===== config.mk =====
export PLATFORM = sky130hd
export DESIGN_NAME = otc_host
export DESIGN_NICKNAME = d
export VERILOG_FILES = /design/src/otc_pkg.sv /design/src/otc_tmr_if.sv /design/src/otc_hold_timer.sv /design/src/otc_host.sv /design/src/otc_settle_timer.sv
export SDC_FILE = /design/constraint.sdc
export NUM_CORES = 1
export LEC_CHECK = 0
export BUFFER_PORTS_ARGS = -buffer_cell sky130_fd_sc_hd__clkbuf_2
export CELL_PAD_IN_SITES_DETAIL_PLACEMENT = 1
export CELL_PAD_IN_SITES_GLOBAL_PLACEMENT = 1
export CORE_MARGIN = 3
export CORE_UTILIZATION = 30
export CTS_CLUSTER_DIAMETER = 50
export DETAILED_ROUTE_END_ITERATION = 8
export PLACE_DENSITY_LB_ADDON = 0.1
export SLEW_MARGIN = 20
export SYNTH_ARGS = -nofsm -noshare
export SYNTH_HDL_FRONTEND = slang
export SYNTH_SLANG_ARGS = --single-unit

===== constraint.sdc =====
create_clock -name clk_sys_i -period 2.3 [get_ports clk_sys_i]
set_input_delay 0.345 -clock clk_sys_i [delete_from_list [all_inputs] [get_ports clk_sys_i]]
set_output_delay 0.345 -clock clk_sys_i [all_outputs]
set_load 0.05 [all_outputs]

===== src/otc_pkg.sv =====
// otc_pkg: constants and types of the termination pin controller
package otc_pkg;
	localparam logic [4:0] ADDR_CTRL = 5'h00;
	localparam logic [4:0] ADDR_LAT = 5'h04;
	localparam logic [4:0] ADDR_MRCFG = 5'h08;
	localparam logic [4:0] ADDR_CMD = 5'h0c;
	localparam logic [4:0] ADDR_STAT = 5'h10;
	localparam logic [4:0] ADDR_ERR = 5'h14;

	localparam int CTRL_REQ = 0;
	localparam int CTRL_TIED = 1;
	localparam int CTRL_DLL_OFF = 2;
	localparam int CTRL_CAL = 3;
	localparam logic [3:0] CTRL_RST = 4'h0;

	localparam int LAT_AL_LSB = 8;
	localparam logic [4:0] CWL_RST = 5'h05;
	localparam logic [4:0] AL_RST = 5'h00;

	localparam int MRC_WR_LSB = 4;
	localparam int MRC_WLVL = 8;
	localparam logic [2:0] NOM_CFG_RST = 3'h0;
	localparam logic [1:0] WR_CFG_RST = 2'h0;

	localparam int CMD_WR = 0;
	localparam int CMD_BC4 = 1;
	localparam int CMD_RD = 2;
	localparam int CMD_MR1 = 3;
	localparam int CMD_MR2 = 4;
	localparam int CMD_SRE = 5;
	localparam int CMD_SRX = 6;

	localparam int ERR_NOM_RSVD = 0;
	localparam int ERR_RD_ODT = 1;
	localparam int ERR_WR_STR = 2;
	localparam int ERR_DYN = 3;
	localparam int ERR_WLVL = 4;
	localparam int ERR_SREF = 5;
	localparam int ERR_BUSY = 6;
	localparam int ERR_W = 7;

	localparam int MR1_NOM_B0 = 2;
	localparam int MR1_NOM_B1 = 6;
	localparam int MR1_NOM_B2 = 9;
	localparam int MR1_WLVL = 7;
	localparam int MR2_WR_LSB = 9;
	localparam logic [1:0] BA_MR1 = 2'h1;
	localparam logic [1:0] BA_MR2 = 2'h2;

	localparam logic [2:0] NOM_OFF = 3'h0;
	localparam logic [2:0] NOM_DIV12 = 3'h4;
	localparam logic [2:0] NOM_DIV8 = 3'h5;
	localparam logic [1:0] WR_OFF = 2'h0;
	localparam logic [1:0] WR_RSVD = 2'h3;

	localparam logic [7:0] HOLD_SHORT_CK = 8'h04;
	localparam logic [7:0] HOLD_LONG_CK = 8'h06;
	localparam logic [7:0] LAT_OFFSET_CK = 8'h02;
	localparam logic [7:0] SETTLE_EXTRA_CK = 8'h01;
	// turn-off skew is at most 0.7 of a clock period
	localparam int TERM_SKEW_TENTHS_CK = 7;
	localparam logic [7:0] TERM_SKEW_CK = 8'((TERM_SKEW_TENTHS_CK + 9) / 10);

	typedef enum logic [2:0] {
		OTC_NOP = 3'b000,
		OTC_WRITE = 3'b001,
		OTC_READ = 3'b010,
		OTC_MRS = 3'b011,
		OTC_SRE = 3'b100,
		OTC_SRX = 3'b101
	} otc_cmd_t;

	typedef enum logic {
		OTC_ST_RUN = 1'b0,
		OTC_ST_SREF = 1'b1
	} otc_state_t;

	function automatic logic nom_reserved(input logic [2:0] n);
		return n[2] & n[1];
	endfunction

	function automatic logic nom_write_ok(input logic [2:0] n);
		return !((n == NOM_DIV12) || (n == NOM_DIV8));
	endfunction
endpackage


===== src/otc_tmr_if.sv =====
// otc_tmr_if: load and busy handshake between controller and its timers
`timescale 1ns/1ps
`default_nettype none
interface otc_tmr_if;
	logic load;
	logic [7:0] val;
	logic busy;
	modport ctl (output load, output val, input busy);
	modport tmr (input load, input val, output busy);
endinterface
`default_nettype wire

===== src/otc_hold_timer.sv =====
// otc_hold_timer: least high time of the termination pin
`timescale 1ns/1ps
`default_nettype none
module otc_hold_timer (
	input wire logic clk_sys_i,
	input wire logic rst_n_i,
	otc_tmr_if.tmr t
);
	logic [7:0] cnt_r;
	logic [7:0] dec;

	assign dec = (cnt_r == 8'h00) ? 8'h00 : cnt_r - 8'h01;
	// a later write may only lengthen the hold, never shorten it
	always_ff @(posedge clk_sys_i or negedge rst_n_i)
	begin
		if (!rst_n_i)
			cnt_r <= 8'h00;
		else if (t.load && (t.val > dec))
			cnt_r <= t.val;
		else
			cnt_r <= dec;
	end

	// the pin may be taken low at the edge where the count reaches zero
	assign t.busy = cnt_r > 8'h01;
endmodule
`default_nettype wire


===== src/otc_host.sv =====
// otc_host: controller that drives the termination pin and mode loads
// Contract
// - never load nominal select codes 110 or 111
// - keep the termination pin low during reads
// - pin high is illegal in self refresh and read; low always legal
// - nominal used for writes must be divide by 2, 4 or 6
// - nominal on only after init and calibration, not in read or refresh
// - pin high, or chopped write with pin high, holds 4 cycles
// - eight-beat write with pin high holds the pin 6 cycles
// - keep write termination off while the delay loop is off
// - single rank may tie pin high, nominal off, write strength on
// - tied case: nominal enabled and disabled in the leveling load
// - tied case: write termination off during write leveling
// - after nominal change, state uncertain for latency, skew, mod, 1
//
// Implementation choices: the register offsets and the address-and-strobe port.
`timescale 1ns/1ps
`default_nettype none
module otc_host #(
	parameter int RD_GUARD_CK = 8,
	parameter int MOD_CK = 12
) (
	input wire logic clk_sys_i,
	input wire logic arst_n_i,
	input wire logic [4:0] bus_addr_i,
	input wire logic [31:0] bus_wdata_i,
	input wire logic bus_wr_i,
	input wire logic bus_rd_i,
	output logic [31:0] bus_rdata_o,
	output logic odt_o,
	output logic [2:0] dev_cmd_o,
	output logic [1:0] dev_ba_o,
	output logic [12:0] dev_addr_o,
	output logic dev_bc4_o
);
	localparam int ERR_W_LOCAL = otc_pkg::ERR_W;
	localparam logic [7:0] RD_GUARD = 8'(RD_GUARD_CK);
	localparam logic [7:0] MOD_DLY = 8'(MOD_CK);

	logic [1:0] sync_r;
	logic rst_n;
	logic [3:0] ctrl_r;
	logic [4:0] cwl_r;
	logic [4:0] al_r;
	logic [2:0] nom_cfg_r;
	logic [1:0] wr_cfg_r;
	logic wlvl_cfg_r;
	logic [ERR_W_LOCAL-1:0] err_r;
	logic [ERR_W_LOCAL-1:0] err_set;
	logic [2:0] mr1_nom_r;
	logic mr1_wlvl_r;
	logic [1:0] mr2_wr_r;
	logic [2:0] mr1_nom_nxt;
	logic mr1_wlvl_nxt;
	logic [1:0] mr2_wr_nxt;
	otc_pkg::otc_state_t st_r;
	otc_pkg::otc_state_t st_nxt;
	otc_pkg::otc_cmd_t cmd_r;
	otc_pkg::otc_cmd_t cmd_nxt;
	logic [1:0] ba_r;
	logic [1:0] ba_nxt;
	logic [12:0] addr_r;
	logic [12:0] addr_nxt;
	logic bc4_r;
	logic bc4_nxt;
	logic odt_r;
	logic odt_nxt;
	logic odt_want;
	logic [7:0] rd_guard_r;
	logic [31:0] rdata_r;
	logic cmd_go;
	logic tied;
	logic [7:0] odt_lat;

	otc_tmr_if hold_if ();
	otc_tmr_if settle_if ();

	otc_hold_timer u_hold (
		.clk_sys_i(clk_sys_i),
		.rst_n_i(rst_n),
		.t(hold_if.tmr)
	);

	otc_settle_timer u_settle (
		.clk_sys_i(clk_sys_i),
		.rst_n_i(rst_n),
		.t(settle_if.tmr)
	);

	always_ff @(posedge clk_sys_i or negedge arst_n_i)
	begin
		if (!arst_n_i)
			sync_r <= 2'b00;
		else
			sync_r <= {sync_r[0], 1'b1};
	end
	assign rst_n = sync_r[1];

	assign tied = ctrl_r[otc_pkg::CTRL_TIED];
	assign cmd_go = bus_wr_i && (bus_addr_i == otc_pkg::ADDR_CMD);
	assign odt_lat = 8'(cwl_r) + 8'(al_r) - otc_pkg::LAT_OFFSET_CK;

	// software registers
	always_ff @(posedge clk_sys_i or negedge rst_n)
	begin
		if (!rst_n)
		begin
			ctrl_r <= otc_pkg::CTRL_RST;
			cwl_r <= otc_pkg::CWL_RST;
			al_r <= otc_pkg::AL_RST;
			nom_cfg_r <= otc_pkg::NOM_CFG_RST;
			wr_cfg_r <= otc_pkg::WR_CFG_RST;
			wlvl_cfg_r <= 1'b0;
		end
		else if (bus_wr_i && (bus_addr_i == otc_pkg::ADDR_CTRL))
			ctrl_r <= bus_wdata_i[3:0];
		else if (bus_wr_i && (bus_addr_i == otc_pkg::ADDR_LAT))
		begin
			cwl_r <= bus_wdata_i[4:0];
			al_r <= bus_wdata_i[otc_pkg::LAT_AL_LSB +: 5];
		end
		else if (bus_wr_i && (bus_addr_i == otc_pkg::ADDR_MRCFG))
		begin
			nom_cfg_r <= bus_wdata_i[2:0];
			wr_cfg_r <= bus_wdata_i[otc_pkg::MRC_WR_LSB +: 2];
			wlvl_cfg_r <= bus_wdata_i[otc_pkg::MRC_WLVL];
		end
	end

	// sticky refusals; a new refusal beats a clear in the same cycle
	always_ff @(posedge clk_sys_i or negedge rst_n)
	begin
		if (!rst_n)
			err_r <= '0;
		else if (bus_wr_i && (bus_addr_i == otc_pkg::ADDR_ERR))
			err_r <= (err_r & ~bus_wdata_i[ERR_W_LOCAL-1:0]) | err_set;
		else
			err_r <= err_r | err_set;
	end

	always_ff @(posedge clk_sys_i or negedge rst_n)
	begin
		if (!rst_n)
			rdata_r <= 32'h0000_0000;
		else if (!bus_rd_i)
			rdata_r <= 32'h0000_0000;
		else if (bus_addr_i == otc_pkg::ADDR_CTRL)
			rdata_r <= {28'h0000000, ctrl_r};
		else if (bus_addr_i == otc_pkg::ADDR_LAT)
			rdata_r <= {19'h00000, al_r, 3'h0, cwl_r};
		else if (bus_addr_i == otc_pkg::ADDR_MRCFG)
			rdata_r <= {23'h000000, wlvl_cfg_r, 2'h0, wr_cfg_r, 1'b0, nom_cfg_r};
		else if (bus_addr_i == otc_pkg::ADDR_STAT)
			rdata_r <= {28'h0000000, settle_if.busy, hold_if.busy, st_r, odt_r};
		else if (bus_addr_i == otc_pkg::ADDR_ERR)
			rdata_r <= {25'h0000000, err_r};
		else
			rdata_r <= 32'h0000_0000;
	end

	// command decision; refused requests only raise an error flag
	always_comb
	begin
		cmd_nxt = otc_pkg::OTC_NOP;
		ba_nxt = ba_r;
		addr_nxt = addr_r;
		bc4_nxt = 1'b0;
		err_set = '0;
		st_nxt = st_r;
		mr1_nom_nxt = mr1_nom_r;
		mr1_wlvl_nxt = mr1_wlvl_r;
		mr2_wr_nxt = mr2_wr_r;
		settle_if.load = 1'b0;
		settle_if.val = odt_lat + otc_pkg::TERM_SKEW_CK + MOD_DLY
			+ otc_pkg::SETTLE_EXTRA_CK;
		if (cmd_go)
		begin
			if (settle_if.busy)
				err_set[otc_pkg::ERR_BUSY] = 1'b1;
			else if (st_r == otc_pkg::OTC_ST_SREF)
			begin
				if (bus_wdata_i[otc_pkg::CMD_SRX])
				begin
					cmd_nxt = otc_pkg::OTC_SRX;
					st_nxt = otc_pkg::OTC_ST_RUN;
				end
				else
					err_set[otc_pkg::ERR_SREF] = 1'b1;
			end
			else if (bus_wdata_i[otc_pkg::CMD_WR])
			begin
				// nominal carried into a write must be a write-legal strength
				if (odt_r && (mr2_wr_r == otc_pkg::WR_OFF)
					&& !otc_pkg::nom_write_ok(mr1_nom_r))
					err_set[otc_pkg::ERR_WR_STR] = 1'b1;
				else
				begin
					cmd_nxt = otc_pkg::OTC_WRITE;
					bc4_nxt = bus_wdata_i[otc_pkg::CMD_BC4];
				end
			end
			else if (bus_wdata_i[otc_pkg::CMD_RD])
			begin
				// tied pin cannot go low, that violation is allowed
				if (odt_r && !tied)
					err_set[otc_pkg::ERR_RD_ODT] = 1'b1;
				else
					cmd_nxt = otc_pkg::OTC_READ;
			end
			else if (bus_wdata_i[otc_pkg::CMD_MR1])
			begin
				if (otc_pkg::nom_reserved(nom_cfg_r))
					err_set[otc_pkg::ERR_NOM_RSVD] = 1'b1;
				else if (tied && ((nom_cfg_r != otc_pkg::NOM_OFF)
					!= wlvl_cfg_r))
					err_set[otc_pkg::ERR_WLVL] = 1'b1;
				else if (tied && wlvl_cfg_r && (mr2_wr_r != otc_pkg::WR_OFF))
					err_set[otc_pkg::ERR_WLVL] = 1'b1;
				else
				begin
					cmd_nxt = otc_pkg::OTC_MRS;
					ba_nxt = otc_pkg::BA_MR1;
					addr_nxt = 13'h0000;
					addr_nxt[otc_pkg::MR1_NOM_B0] = nom_cfg_r[0];
					addr_nxt[otc_pkg::MR1_NOM_B1] = nom_cfg_r[1];
					addr_nxt[otc_pkg::MR1_NOM_B2] = nom_cfg_r[2];
					addr_nxt[otc_pkg::MR1_WLVL] = wlvl_cfg_r;
					mr1_nom_nxt = nom_cfg_r;
					mr1_wlvl_nxt = wlvl_cfg_r;
					settle_if.load = nom_cfg_r != mr1_nom_r;
				end
			end
			else if (bus_wdata_i[otc_pkg::CMD_MR2])
			begin
				if ((wr_cfg_r == otc_pkg::WR_RSVD)
					|| ((wr_cfg_r != otc_pkg::WR_OFF)
					&& (ctrl_r[otc_pkg::CTRL_DLL_OFF]
					|| (tied && mr1_wlvl_r))))
					err_set[otc_pkg::ERR_DYN] = 1'b1;
				else
				begin
					cmd_nxt = otc_pkg::OTC_MRS;
					ba_nxt = otc_pkg::BA_MR2;
					addr_nxt = 13'h0000;
					addr_nxt[otc_pkg::MR2_WR_LSB +: 2] = wr_cfg_r;
					mr2_wr_nxt = wr_cfg_r;
				end
			end
			else if (bus_wdata_i[otc_pkg::CMD_SRE])
			begin
				if (odt_r && !tied)
					err_set[otc_pkg::ERR_SREF] = 1'b1;
				else
				begin
					cmd_nxt = otc_pkg::OTC_SRE;
					st_nxt = otc_pkg::OTC_ST_SREF;
				end
			end
		end
	end

	// pin level; pin and command leave on the same edge
	always_comb
	begin
		if (tied)
			odt_want = 1'b1;
		else
			odt_want = ctrl_r[otc_pkg::CTRL_REQ] && ctrl_r[otc_pkg::CTRL_CAL]
				&& (st_r == otc_pkg::OTC_ST_RUN)
				&& (st_nxt == otc_pkg::OTC_ST_RUN)
				&& (rd_guard_r == 8'h00)
				&& (cmd_nxt != otc_pkg::OTC_READ);
		odt_nxt = odt_r;
		if (odt_want && !odt_r)
			odt_nxt = 1'b1;
		else if (!odt_want && odt_r && !hold_if.busy)
			odt_nxt = 1'b0;
		hold_if.load = (odt_nxt && !odt_r)
			|| ((cmd_nxt == otc_pkg::OTC_WRITE) && odt_nxt);
		if ((cmd_nxt == otc_pkg::OTC_WRITE) && !bc4_nxt)
			hold_if.val = otc_pkg::HOLD_LONG_CK;
		else
			hold_if.val = otc_pkg::HOLD_SHORT_CK;
	end

	always_ff @(posedge clk_sys_i or negedge rst_n)
	begin
		if (!rst_n)
			odt_r <= 1'b0;
		else
			odt_r <= odt_nxt;
	end

	always_ff @(posedge clk_sys_i or negedge rst_n)
	begin
		if (!rst_n)
		begin
			cmd_r <= otc_pkg::OTC_NOP;
			ba_r <= 2'h0;
			addr_r <= 13'h0000;
			bc4_r <= 1'b0;
			st_r <= otc_pkg::OTC_ST_RUN;
		end
		else
		begin
			cmd_r <= cmd_nxt;
			ba_r <= ba_nxt;
			addr_r <= addr_nxt;
			bc4_r <= bc4_nxt;
			st_r <= st_nxt;
		end
	end

	// shadows of what the device was last loaded with
	always_ff @(posedge clk_sys_i or negedge rst_n)
	begin
		if (!rst_n)
		begin
			mr1_nom_r <= otc_pkg::NOM_OFF;
			mr1_wlvl_r <= 1'b0;
			mr2_wr_r <= otc_pkg::WR_OFF;
		end
		else
		begin
			mr1_nom_r <= mr1_nom_nxt;
			mr1_wlvl_r <= mr1_wlvl_nxt;
			mr2_wr_r <= mr2_wr_nxt;
		end
	end

	// read data is driven for a while after the command, keep the pin low
	always_ff @(posedge clk_sys_i or negedge rst_n)
	begin
		if (!rst_n)
			rd_guard_r <= 8'h00;
		else if (cmd_nxt == otc_pkg::OTC_READ)
			rd_guard_r <= RD_GUARD;
		else if (rd_guard_r != 8'h00)
			rd_guard_r <= rd_guard_r - 8'h01;
	end

	assign bus_rdata_o = rdata_r;
	assign odt_o = odt_r;
	assign dev_cmd_o = cmd_r;
	assign dev_ba_o = ba_r;
	assign dev_addr_o = addr_r;
	assign dev_bc4_o = bc4_r;
endmodule
`default_nettype wire


===== src/otc_settle_timer.sv =====
// otc_settle_timer: window of uncertain termination after a load that changes the nominal select
`timescale 1ns/1ps
`default_nettype none
module otc_settle_timer (
	input wire logic clk_sys_i,
	input wire logic rst_n_i,
	otc_tmr_if.tmr t
);
	logic [7:0] cnt_r;

	always_ff @(posedge clk_sys_i or negedge rst_n_i)
	begin
		if (!rst_n_i)
			cnt_r <= 8'h00;
		else if (t.load)
			cnt_r <= t.val;
		else if (cnt_r != 8'h00)
			cnt_r <= cnt_r - 8'h01;
	end

	assign t.busy = cnt_r != 8'h00;
endmodule
`default_nettype wire


==> flow_summary.ini <==
[cts]
cts_sinks = 84
cts_root_buffer = clkbuf_16
clkLatencyLatePin_ps = 350
clockBufferDepth = 2
htreeDepth = 3
numCtsBuffers = 9
cts_tree = yes
cts.clk_slew.worst_paths_ps = 60

[route]
vias = 4005
wl_um = 14200
dr.first_iter.drc_count = 99
via_per_inst = 4.65
drc_errors = 0
drt-pass1-iter-count = 4
ant_nets = 0
wl_per_cell_um = 16.5

[setup_path]
worstPathRequired_ps = 2570
cp_common_cell = o21ai_2
worstPathArrival_ps = 3310
cp-end-kind = flip-flop
r2r-end = u_hold.cnt_r[2]$_DFF_PN0_
max_stage_delay_ps = 430
critPathMaxFanout = 4
r2r_start = nom_cfg_r[0]$_DFFE_PN0P_
reg2reg_depth = 14
path_delay_family = compound AO/OA/AOI/OAI gates
crit_path_cell_trace = or3_1, a31oi_4, o21ai_2, o211ai_2, nand4b_1, nor2_2, ha_1, a21boi_2, nand2_1, o211ai_1, o2111a_1, o21ai_2, a221oi_2, o21bai_1
critical_path_class = reg2reg
crit_buf_inv = 0
worst_setup_path_start_kind = flip-flop
crit_slowest_cell = or3_1
rrSetupSlack_ps = -740

[synth]
ys_seq_area_frac = 0.449
syn_inst = 473
ys_warn_count = 0
yosys.area.top_type = dfrtp_1
avgSynthCellArea_um2 = 9.90
synth_seq_cells = 84
synthDistinctLibCells = 68
synthFlopType = dfrtp_1
synth_area_leaders = dfrtp_1, mux2_2, ha_1
synth-edff-count = 0
synthesis.area_mm2 = 0.00468
synth_top_area_share = 0.438
postSynth.asyncResetShare = 1.00

[die]
coreArea_mm2 = 0.0153
std_cell_rows = 45
die_w_um = 131
top_level_ports = 93
die_h_um = 131
dieArea_mm2 = 0.0171
start_util = 0.307

[placed_design]
routabilityCongestion = 0.784
io_buffer_count = 44
post-place-ws_ps = -908
place_hpwl_um = 10900

[sta]
rsz0062_at_grt = true
final.setup.worst_slack_ps = -742
skew_ps = 12.4
clock.fmax_mhz = 329
slew_headroom = 0.590
hold_viol = 0
period_share = 1.32
setup_viol = 6
finalHoldWorstSlack_ps = 235
worstMarginPinSlew_ps = 615
min_period_ps = 3040
drv_slew = 0

[run]
maxCapViolCount = 0

[worst_hold_path]
worstHoldStart = bus_wdata_i[11]
hold_depth = 2
worstHoldEndpoint = al_r[3]$_DFFE_PN0P_
min_path_type = in2reg

[power_and_ir_drop]
switchingPower_uw = 1660
irDropWorstVdd_mv = 0.368
p_leak_uw = 0.00312
p_total_uw = 5150
p_int_uw = 3490
power_frac_comb = 0.373
seq_power_share = 0.318
pwr_density_cell_mw_per_mm2 = 777
p_clk_frac = 0.309
p_sw_frac = 0.323

[run_status]
status = finished with violations
violations = negative setup slack

[grt]
antenna_found_initial = 0
grt_overflow = 0
grt_pass1_wl_um = 22500
grt_pass1_vias = 4251
grt_use_total = 0.172
grt_max_degree = 43

[final_layout]
final_cell_mix = buf_4, dfrtp_1, nand2_1, clkbuf_2, nor2_1
n_antenna_cell = 0
area.growth.synth_to_final_pct = 41.5
nFillCells = 1721
final_layout_size_suffix_gt1_frac = 0.427
nNetsFinal = 705
layout_commonest_cell = buf_4
[worst reg2reg max path: cells and delay by family (launching register included)]
family                   cells  cell delay [ps]
flip-flops                   1              400
AND/OR/NAND/NOR              4              790
adder cells (fa/ha/maj)      1              250
AO/OA/AOI/OAI                9             1530
[Yosys cell counts (3+ instances only)]
cell      number
xnor2_1       14
clkbuf_1      10
nor3b_1        5
mux2i_1        5
nand3_1        8
o22ai_1        4
nor2_1        41
nor4_1         8
xor2_1         9
o21ai_0       21
nand2_1       48
a22o_1         5
inv_1         33
o211ai_1       3
buf_4         28
a31oi_1        5
mux2_2        25
a21oi_1       22
ha_1          17
nor3_1        13
dfrtp_1       82
a21o_1         3
or3_1          5
a211oi_1       3
[timing repair]
item,CTS,global route
hold buffers,1,0
pin swaps,20,18
buffers inserted,9,7
setup endpoints to repair,20,24
resized for setup,18,36
endpoints found under the hold margin,2,0
[per-stage QoR]
step	cell area [µm²]	std cells	util	TNS, ps
after floorplan	4840	500	-	-2360
after global placement	5940	830	0.389	-3360
after detailed placement	5940	830	0.389	-4370
after CTS	6430	856	0.421	-3010
after global routing	6630	862	0.434	-5050
final	6630	862	0.434	-3040
[state kept, by name (all words and copies together), names as in the netlist, 5 cells and up]
signal and cells:
al_r 5, u_settle.cnt_r 8, bus_rdata_o 12, rd_guard_r 8, cwl_r 5, dev_addr_o 5, err_r 7, u_hold.cnt_r 8
[power by group through the flow]
stage / clock network (µW) / registers (µW) / logic (µW)
finish: 1590 / 1640 / 1920
global route: 1700 / 1650 / 2070
CTS: 1630 / 1640 / 1660
detailed placement: 0 / 1660 / 1440
global placement: 0 / 1660 / 1420
floorplan: 0 / 1660 / 834
[worst max path at each step]
stage                     depth (start not counted)  slack [ps]                        end                     startpoint
final                                            14        -740  u_hold.cnt_r[2]$_DFF_PN0_       nom_cfg_r[0]$_DFFE_PN0P_
after CTS                                        15        -760  u_hold.cnt_r[1]$_DFF_PN0_  u_settle.cnt_r[5]$_DFFE_PN0P_
after global placement                           16        -810  u_hold.cnt_r[2]$_DFF_PN0_  u_settle.cnt_r[1]$_DFFE_PN0P_
after floorplan                                  16        -740  u_hold.cnt_r[2]$_DFF_PN0_  u_settle.cnt_r[1]$_DFFE_PN0P_
after detailed placement                         16        -910  u_hold.cnt_r[1]$_DFF_PN0_  u_settle.cnt_r[1]$_DFFE_PN0P_
after global routing                             15        -960  u_hold.cnt_r[2]$_DFF_PN0_  u_settle.cnt_r[5]$_DFFE_PN0P_
[cell type report]
type | instances | area, µm² | share of cell area
Multi-Input combinational cell | 341 | 2550 | 0.384
Tap cell | 211 | 264 | 0.0398
Clock buffer | 12 | 246 | 0.0372
Clock inverter | 4 | 75.1 | 0.0113
Timing Repair Buffer | 176 | 1260 | 0.190
Sequential cell | 84 | 2110 | 0.318
Inverter | 34 | 130 | 0.0196
[logic make-up after synthesis]
group,after synthesis,synth area share
other,2,0.00160
DFF,84,0.449
AOI/OAI and AO/OA,90,0.132
buffers and inverters,75,0.0844
and+or+nand+nor,151,0.169
adders and majority gates,18,0.0497
xor gates and xnor gates,23,0.0430
muxes,30,0.0708
[per-layer routing]
metal / wire length, µm / part of all wire / track usage
met1: 6760 / 0.48 / 0.236
met2: 6900 / 0.49 / 0.278
met3: 329 / 0.023 / 0.0240
met4: 232 / 0.016 / 0.0593
met5: 0 / 0 / 0
(Power assumes the default switching activity.)
